==> config.mk <==
export PLATFORM = sky130hd
export DESIGN_NAME = spiop_top
export DESIGN_NICKNAME = d
export VERILOG_FILES = /design/src/hdl/spiop_pkg.sv /design/src/hdl/spiop_port.sv
export SDC_FILE = /design/constraint.sdc
export NUM_CORES = 1
export LEC_CHECK = 0
export ABC_CLOCK_PERIOD_IN_PS = 4200
export BUFFER_PORTS_ARGS = -buffer_cell sky130_fd_sc_hd__buf_2
export CAP_MARGIN = 20
export CORE_AREA = 3 3 132 134
export CTS_CLUSTER_DIAMETER = 80
export DETAILED_ROUTE_END_ITERATION = 10
export DIE_AREA = 0 0 135 137
export GPL_ROUTABILITY_DRIVEN = 1
export PLACE_DENSITY = 0.66
export SLEW_MARGIN = 20
export SYNTH_ARGS = -nofsm -noshare
export SYNTH_HDL_FRONTEND = slang
export SYNTH_SLANG_ARGS = --single-unit
==> constraint.sdc <==
create_clock -name pclk -period 4.2 [get_ports pclk]
set_clock_uncertainty 0.15 [all_clocks]
set_input_delay 0.84 -clock pclk [delete_from_list [all_inputs] [get_ports pclk]]
set_output_delay 0.84 -clock pclk [all_outputs]
set_load 0.005 [all_outputs]
==> src/hdl/spiop_pkg.sv <==
package spiop_pkg;

   // port width and bus widths
   localparam int unsigned PORT_W = 16;
   localparam int unsigned ADDR_W = 16;
   localparam int unsigned DATA_W = 32;

   // register indices; byte address is four times the index
   localparam logic [11:0] IDX_DIR_B    = 12'h2C6;
   localparam logic [11:0] IDX_PIN_B    = 12'h2C8;
   localparam logic [11:0] IDX_LAT_B    = 12'h2CB;
   localparam logic [11:0] IDX_DIR_C    = 12'h2CC;
   localparam logic [11:0] IDX_PIN_C    = 12'h2CE;
   localparam logic [11:0] IDX_LAT_C    = 12'h2D0;
   localparam logic [11:0] IDX_DIR_D    = 12'h2D2;
   localparam logic [11:0] IDX_PIN_D    = 12'h2D4;
   localparam logic [11:0] IDX_LAT_D    = 12'h2D6;
   localparam logic [11:0] IDX_ANALOG   = 12'h2D8;

   // byte addresses on the bus
   localparam logic [15:0] ADDR_DIR_B   = {2'b00, IDX_DIR_B, 2'b00};
   localparam logic [15:0] ADDR_PIN_B   = {2'b00, IDX_PIN_B, 2'b00};
   localparam logic [15:0] ADDR_LAT_B   = {2'b00, IDX_LAT_B, 2'b00};
   localparam logic [15:0] ADDR_DIR_C   = {2'b00, IDX_DIR_C, 2'b00};
   localparam logic [15:0] ADDR_PIN_C   = {2'b00, IDX_PIN_C, 2'b00};
   localparam logic [15:0] ADDR_LAT_C   = {2'b00, IDX_LAT_C, 2'b00};
   localparam logic [15:0] ADDR_DIR_D   = {2'b00, IDX_DIR_D, 2'b00};
   localparam logic [15:0] ADDR_PIN_D   = {2'b00, IDX_PIN_D, 2'b00};
   localparam logic [15:0] ADDR_LAT_D   = {2'b00, IDX_LAT_D, 2'b00};
   localparam logic [15:0] ADDR_ANALOG  = {2'b00, IDX_ANALOG, 2'b00};

   // implemented bits per port; direction resets to these (all inputs)
   localparam logic [15:0] IMPL_B       = 16'h03FF;
   localparam logic [15:0] IMPL_C       = 16'hE000;
   localparam logic [15:0] IMPL_D       = 16'h0001;
   localparam logic [15:0] LAT_RESET    = 16'h0000;
   localparam logic [15:0] PIN_RESET    = 16'h0000;
   localparam logic [15:0] ANALOG_RESET = 16'h0000;

   // pad drive towards the pins
   typedef struct packed {
      logic [15:0] data;
      logic [15:0] oe;
   } spiop_pad_type;

   // peripheral request for a port's pins
   typedef struct packed {
      logic [15:0] active;
      logic [15:0] data;
   } spiop_periph_type;

endpackage : spiop_pkg

==> src/hdl/spiop_port.sv <==
`timescale 1ns/1ps
// Summary of operation
// - a peripheral actively driving a pin switches off the port driver but the pin stays readable.
// - a pin whose peripheral is not actively driving is driven from the port latch and direction.
// - a direction bit of one makes the pin an input; zero makes it an output driven by the latch.
// - after reset every implemented direction bit is set, so every pin is an input.
// - the latch register reads the stored latch and a write updates the latch.
// - the pin-level register reads sampled pin levels and a write to it updates the latch.
// - unimplemented bits are disabled and read as zero in latch, direction and pin-level.
// - per pin, two multiplexers pick peripheral or port for pad data and enable, peripheral first.
// - a pin shared only with an input peripheral is a plain port pin fully under port control.
// - pins set as analog inputs read as zero in the pin-level register.

// pair of pad multiplexers for one pin, peripheral first
module spiop_pad_mux
   import spiop_pkg::*;
#(
   parameter bit IMPLEMENTED = 1'b1
)(
   // peripheral side
   input  wire logic periph_active,
   input  wire logic periph_data,
   // port side
   input  wire logic port_oe,
   input  wire logic port_data,
   // pad side
   output logic      pad_oe,
   output logic      pad_data
);

   // data multiplexer: peripheral owns the pad data while active
   always_comb begin
      if (periph_active) begin
         pad_data = periph_data;
      end else begin
         pad_data = port_data;
      end
   end

   // enable multiplexer; an absent bit never switches its driver on
   always_comb begin
      if (periph_active) begin
         pad_oe = IMPLEMENTED;
      end else begin
         pad_oe = port_oe & IMPLEMENTED;
      end
   end

endmodule : spiop_pad_mux

// one port bank: latch, direction, sampled pins, pad multiplexers
module spiop_port
   import spiop_pkg::*;
#(
   parameter logic [15:0] IMPL_MASK = 16'hFFFF
)(
   // clock and reset
   input  wire logic             pclk,
   input  wire logic             presetn,
   // register writes
   input  wire logic             dir_we,
   input  wire logic             lat_we,
   input  wire logic [15:0]      wdata,
   // analog pins of this port
   input  wire logic [15:0]      analog_pin_config,
   // pins and peripherals
   input  wire spiop_periph_type periph,
   input  wire logic [15:0]      pad_in,
   output spiop_pad_type         pad,
   // register contents
   output logic [15:0]           direction_reg,
   output logic [15:0]           output_latch_reg,
   output logic [15:0]           pin_level_reg
);

   logic      [15:0] pin_sample_reg;
   logic      [15:0] port_oe;
   logic      [15:0] read_mask;
   // per-pin multiplexer outputs, one driver for each bit
   wire logic [15:0] mux_oe;
   wire logic [15:0] mux_data;

   // direction register, inputs after reset
   always_ff @(posedge pclk or negedge presetn) begin
      if (!presetn) begin
         direction_reg <= IMPL_MASK;
      end else if (dir_we) begin
         direction_reg <= wdata & IMPL_MASK;
      end
   end

   // output latch, written by the latch or the pin-level address
   always_ff @(posedge pclk or negedge presetn) begin
      if (!presetn) begin
         output_latch_reg <= LAT_RESET;
      end else if (lat_we) begin
         output_latch_reg <= wdata & IMPL_MASK;
      end
   end

   // single sample stage; inputs already synchronous to pclk;
   // a pad change needs one edge before a read setup to be seen
   always_ff @(posedge pclk or negedge presetn) begin
      if (!presetn) begin
         pin_sample_reg <= PIN_RESET;
      end else begin
         pin_sample_reg <= pad_in;
      end
   end

   // only implemented digital pins may show a level
   assign read_mask = IMPL_MASK & ~analog_pin_config;

   // read value masks out analog and unimplemented pins
   assign pin_level_reg = pin_sample_reg & read_mask;

   // port driver on only for an output direction
   assign port_oe = ~direction_reg & IMPL_MASK;

   // one multiplexer pair per pin, the peripheral outranks the port;
   // an input-only peripheral never raises active, so the port keeps the pin
   for (genvar i = 0; i < 16; i++) begin : g_pin
      spiop_pad_mux #(
         .IMPLEMENTED (IMPL_MASK[i])
      ) u_mux (
         .periph_active (periph.active[i]),
         .periph_data   (periph.data[i]),
         .port_oe       (port_oe[i]),
         .port_data     (output_latch_reg[i]),
         .pad_oe        (mux_oe[i]),
         .pad_data      (mux_data[i])
      );
   end

   // pad drive gathered back into the carrier struct
   assign pad = '{data: mux_data, oe: mux_oe};

endmodule : spiop_port

// register file over apb and three port banks
module spiop_top
   import spiop_pkg::*;
#(
   parameter logic [15:0] IMPL_MASK_B = IMPL_B,
   parameter logic [15:0] IMPL_MASK_C = IMPL_C,
   parameter logic [15:0] IMPL_MASK_D = IMPL_D
)(
   // clock and reset
   input  wire logic               pclk,
   input  wire logic               presetn,
   // apb slave
   input  wire logic               psel,
   input  wire logic               penable,
   input  wire logic               pwrite,
   input  wire logic [15:0]        paddr,
   input  wire logic [31:0]        pwdata,
   output logic [31:0]             prdata,
   output logic                    pready,
   output logic                    pslverr,
   // port b
   input  wire spiop_periph_type   periph_b,
   input  wire logic [15:0]        pad_in_b,
   output spiop_pad_type           pad_b,
   // port c
   input  wire spiop_periph_type   periph_c,
   input  wire logic [15:0]        pad_in_c,
   output spiop_pad_type           pad_c,
   // port d
   input  wire spiop_periph_type   periph_d,
   input  wire logic [15:0]        pad_in_d,
   output spiop_pad_type           pad_d,
   // analog selection to the converter
   output logic [15:0]             analog_pin_config
);

   logic        acc;
   logic        wr;
   logic        rd_setup;
   logic        hit;
   logic [15:0] rd_val;
   logic        we_dir_b;
   logic        we_lat_b;
   logic        we_dir_c;
   logic        we_lat_c;
   logic        we_dir_d;
   logic        we_lat_d;
   logic        we_analog;
   logic [15:0] dir_b;
   logic [15:0] lat_b;
   logic [15:0] pin_b;
   logic [15:0] dir_c;
   logic [15:0] lat_c;
   logic [15:0] pin_c;
   logic [15:0] dir_d;
   logic [15:0] lat_d;
   logic [15:0] pin_d;

   // zero wait states: every access ends at its first access cycle;
   // the price is that read data is captured at setup, one edge early
   assign pready   = 1'b1;
   assign acc      = psel & penable;
   assign wr       = acc & pwrite;
   assign rd_setup = psel & ~penable & ~pwrite;

   // write strobes; a write to a pin-level address lands in the latch
   assign we_dir_b  = wr && (paddr == ADDR_DIR_B);
   assign we_lat_b  = wr && (paddr == ADDR_LAT_B || paddr == ADDR_PIN_B);
   assign we_dir_c  = wr && (paddr == ADDR_DIR_C);
   assign we_lat_c  = wr && (paddr == ADDR_LAT_C || paddr == ADDR_PIN_C);
   assign we_dir_d  = wr && (paddr == ADDR_DIR_D);
   assign we_lat_d  = wr && (paddr == ADDR_LAT_D || paddr == ADDR_PIN_D);
   assign we_analog = wr && (paddr == ADDR_ANALOG);

   // address decode and read multiplexer
   always_comb begin
      hit    = 1'b1;
      rd_val = 16'h0000;
      unique case (paddr)
         ADDR_DIR_B:  rd_val = dir_b;
         ADDR_PIN_B:  rd_val = pin_b;
         ADDR_LAT_B:  rd_val = lat_b;
         ADDR_DIR_C:  rd_val = dir_c;
         ADDR_PIN_C:  rd_val = pin_c;
         ADDR_LAT_C:  rd_val = lat_c;
         ADDR_DIR_D:  rd_val = dir_d;
         ADDR_PIN_D:  rd_val = pin_d;
         ADDR_LAT_D:  rd_val = lat_d;
         ADDR_ANALOG: rd_val = analog_pin_config;
         default:     hit    = 1'b0;
      endcase
   end

   // error answer for unmapped addresses, combinational with pready
   assign pslverr = acc & ~hit;

   // read data registered in the setup cycle so it stands through access
   always_ff @(posedge pclk or negedge presetn) begin
      if (!presetn) begin
         prdata <= 32'h0000_0000;
      end else if (rd_setup) begin
         prdata <= {16'h0000, rd_val};
      end
   end

   // analog configuration, applies to port b pins
   always_ff @(posedge pclk or negedge presetn) begin
      if (!presetn) begin
         analog_pin_config <= ANALOG_RESET;
      end else if (we_analog) begin
         analog_pin_config <= pwdata[15:0] & IMPL_MASK_B;
      end
   end

   // port b
   spiop_port #(.IMPL_MASK(IMPL_MASK_B)) u_port_b (
      .pclk              (pclk),
      .presetn           (presetn),
      .dir_we            (we_dir_b),
      .lat_we            (we_lat_b),
      .wdata             (pwdata[15:0]),
      .analog_pin_config (analog_pin_config),
      .periph            (periph_b),
      .pad_in            (pad_in_b),
      .pad               (pad_b),
      .direction_reg     (dir_b),
      .output_latch_reg  (lat_b),
      .pin_level_reg     (pin_b)
   );

   // port c
   spiop_port #(.IMPL_MASK(IMPL_MASK_C)) u_port_c (
      .pclk              (pclk),
      .presetn           (presetn),
      .dir_we            (we_dir_c),
      .lat_we            (we_lat_c),
      .wdata             (pwdata[15:0]),
      .analog_pin_config (16'h0000),
      .periph            (periph_c),
      .pad_in            (pad_in_c),
      .pad               (pad_c),
      .direction_reg     (dir_c),
      .output_latch_reg  (lat_c),
      .pin_level_reg     (pin_c)
   );

   // port d
   spiop_port #(.IMPL_MASK(IMPL_MASK_D)) u_port_d (
      .pclk              (pclk),
      .presetn           (presetn),
      .dir_we            (we_dir_d),
      .lat_we            (we_lat_d),
      .wdata             (pwdata[15:0]),
      .analog_pin_config (16'h0000),
      .periph            (periph_d),
      .pad_in            (pad_in_d),
      .pad               (pad_d),
      .direction_reg     (dir_d),
      .output_latch_reg  (lat_d),
      .pin_level_reg     (pin_d)
   );

endmodule : spiop_top

==> results.json <==
{
  "num_rows": 47,
  "n_fill_cell": 1703,
  "synth_top_family_by_area": "buffers and inverters",
  "cts_root_buf": "clkbuf_16",
  "clk-insertion-delay-late_ns": 0.33,
  "synth_cell_types": 48,
  "seqPwrFrac_pct": 43.2,
  "grt_util_all_layers_pct": 11.9,
  "hold_path_end": "prdata[0]",
  "p_leak_uw": 0.00270,
  "fin_cells": 810,
  "portBuffers": 229,
  "core_region_area_mm2": 0.0164,
  "largest_reg_flops": 13,
  "ir_worst_vdd_v": 0.000237,
  "netlist_instances": 415,
  "reg2reg_slack_ns": 2.63,
  "tightest_slew_ns": 0.853,
  "status": "complete, no violations",
  "finalMaxSlewViolations": 0,
  "maxCapViolations": 0,
  "ys_seq_area_share_pct": 38.1,
  "nets": 781,
  "dp.cells": 793,
  "vias": 3326,
  "synth-xor-area-share_pct": 0.203,
  "gp_congestion": 0.775,
  "wirelength_mm": 11.7,
  "cts_hold_buffers": 0,
  "max_stage_delay_ns": 0.56,
  "yosys.area_share.simple_pct": 18.4,
  "synth_fa_ha_area_share_pct": 0,
  "wl_per_cell_um": 14.4,
  "end_kind": "output port",
  "initial_core_util_pct": 26.3,
  "power.switching_uw": 376,
  "ys_async_sr_fraction_pct": 100,
  "grt_pass1_wl_mm": 16.5,
  "rsz0062_at_grt": "no",
  "hold-worst-slack_ns": 0.330,
  "worstSetupStartpointType": "input port",
  "comb_power_share_pct": 14.2,
  "crit_path_top_delay_cell": "or4_4",
  "die_area_mm2": 0.0185,
  "critPathArrivalTime_ns": 2.54,
  "synth_area_per_cell_um2": 10.4,
  "p_clk_share_pct": 42.6,
  "final_cell_mix": "buf_2, conb_1, mux2_2, dfrtp_1, and2_1",
  "hold_path_class": "flip-flop to flip-flop",
  "cts_buffer_depth": 2,
  "finalSetupViolations": 0,
  "crit_fanout": 4,
  "worst-setup-path-type": "input port to output port",
  "cts_resized": 0,
  "drc": 0,
  "postRouteAntennaNets": 0,
  "syn_area_mm2": 0.00432,
  "hold_violations": 0,
  "top_register": "prdata",
  "synthFlopType": "dfrtp_1",
  "cp.required_ns": 3.21,
  "crit_chain": "buf_2 > or4_4 > or3_1 > o31ai_1 > nand3_1 > and3_1 > buf_2",
  "post_cts_buffers": 0,
  "fmax_mhz": 284,
  "yosysWarnings": 0,
  "maxSlewHeadroom_pct": 43.0,
  "synth_compound_area_share_pct": 5.88,
  "dpl.hpwl_mm": 9.67,
  "crit_top_cell": "buf_2",
  "grt_pass1_vias": 3061,
  "swShare_pct": 24.5,
  "finalCriticalPeriod_ns": 3.53,
  "antenna_found_initial": 3,
  "htreeDepth": 3,
  "drive_above_1_share_pct": 55.9,
  "routed_via_density": 4.11,
  "r2r-start": "u_port_d.direction_reg[0]",
  "intPower_uw": 1160,
  "r2r_cells": 5,
  "areaGrowthSynthToFinish_pct": 22.1,
  "total_power_uw": 1540,
  "synth-seq-cells": 65,
  "gr-total-overflow": 0,
  "setup_tns_ns": 0,
  "cts-buffers-inserted": 9,
  "regToRegEndpoint": "prdata[0]",
  "cts_tree": "yes",
  "synth-edff-count": 0,
  "synth.area.mux_share_pct": 14.6,
  "clkTransAtPathRegs_ns": 0.06,
  "die_y_um": 137,
  "drt-initial-drc-count": 122,
  "finalCritPeriodShare_pct": 84.0,
  "holdCritStartpoint": "prdata[0]",
  "firstDrtPassIters": 5,
  "cts.sink_count": 65,
  "ioPinCount": 343,
  "final_common_cell": "buf_2",
  "dieWidth_um": 135,
  "holdPathStages": 2,
  "grt_max_degree": 50,
  "p_per_area_mw_per_mm2": 291
}
==> cell usage after synthesis, types with 2 or more instances <==
| library cell | count | area (um2) |
|---|---|---|
| a21oi_1 | 3 | 15.0 |
| nand2b_1 | 15 | 93.8 |
| mux2_2 | 56 | 631 |
| buf_6 | 2 | 22.5 |
| a31oi_1 | 9 | 56.3 |
| a222oi_1 | 9 | 90.1 |
| nor3b_1 | 2 | 15.0 |
| nor2_1 | 16 | 60.1 |
| o31ai_1 | 2 | 15.0 |
| dfstp_2 | 14 | 368 |
| buf_4 | 124 | 931 |
| and3_1 | 3 | 18.8 |
| a32oi_1 | 3 | 26.3 |
| and2_1 | 34 | 213 |
| nand3b_1 | 3 | 22.5 |
| clkbuf_1 | 6 | 22.5 |
| nor2b_1 | 10 | 62.6 |
| nor3_1 | 2 | 10.0 |
| nand3_1 | 3 | 15.0 |
| conb_1 | 2 | 7.51 |
| dfrtp_1 | 51 | 1280 |
| nor4_4 | 2 | 42.5 |
| nand2_1 | 16 | 60.1 |
| a211oi_1 | 2 | 15.0 |
| or4_4 | 2 | 22.5 |
| and4b_1 | 2 | 20.0 |
==> metal layers <==
metal  GRT usage (%)  share of wire, %  vias to the layer above
met4            3.70               1.3                        4
met5               0              0.23                        -
met1            13.0                35                     1529
met3            4.23                11                       18
met2            21.6                52                      185
li1                -                 -                     1590
==> stage by stage <==
step | setup slack, ns | area [um2] | util (%)
detailed placement | 0.678 | 5010 | 30.6
global placement | 0.669 | 5010 | 30.6
floorplan | 1.08 | 4540 | -
CTS | 0.665 | 5270 | 32.1
global route | 0.575 | 5280 | 32.2
finish | 0.673 | 5280 | 32.2
==> cell type report <==
cell class | count | area, um2 | share of cell area, %
repair buffers | 233 | 1180 | 22.3
clock buffers | 12 | 236 | 4.48
multi-input cells | 275 | 1920 | 36.4
flip-flops and latches | 65 | 1640 | 31.2
diodes | 1 | 2.50 | 0.0474
clock inverters | 4 | 20.0 | 0.380
well taps | 220 | 275 | 5.22
==> worst max path at each step <==
stage / start / end / slack (ns) / depth (start not counted)
floorplan: paddr[1] / pslverr / 1.08 / 5
global placement: paddr[1] / pslverr / 0.67 / 7
detailed placement: paddr[1] / pslverr / 0.68 / 7
CTS: paddr[1] / pslverr / 0.66 / 7
global route: paddr[1] / pslverr / 0.58 / 7
finish: paddr[1] / pslverr / 0.67 / 7
==> worst max-delay path, delay by kind of cell <==
kind | cells | cell delay, ns
AND/OR/NAND/NOR | 4 | 1.36
buffers and inverters | 2 | 0.24
AO/OA/AOI/OAI | 1 | 0.10
==> cell families (layout without fill, tap and decap cells) <==
logic type | count (synthesis) | count (layout)
compound gates | 33 | 33
xor+xnor | 1 | 1
buf+inv | 133 | 249
flops | 65 | 65
mux | 56 | 56
other cells | 2 | 61
simple gates | 125 | 125
==> power groups by stage <==
stage | Clock (uW) | Sequential, uW | Combinational (uW)
final | 656 | 664 | 218
after CTS | 679 | 664 | 221
after global routing | 707 | 667 | 248
after global placement | 0 | 673 | 218
after detailed placement | 0 | 674 | 221
after floorplan | 0 | 675 | 153
Note: power is estimated with default switching activity, not from simulation.
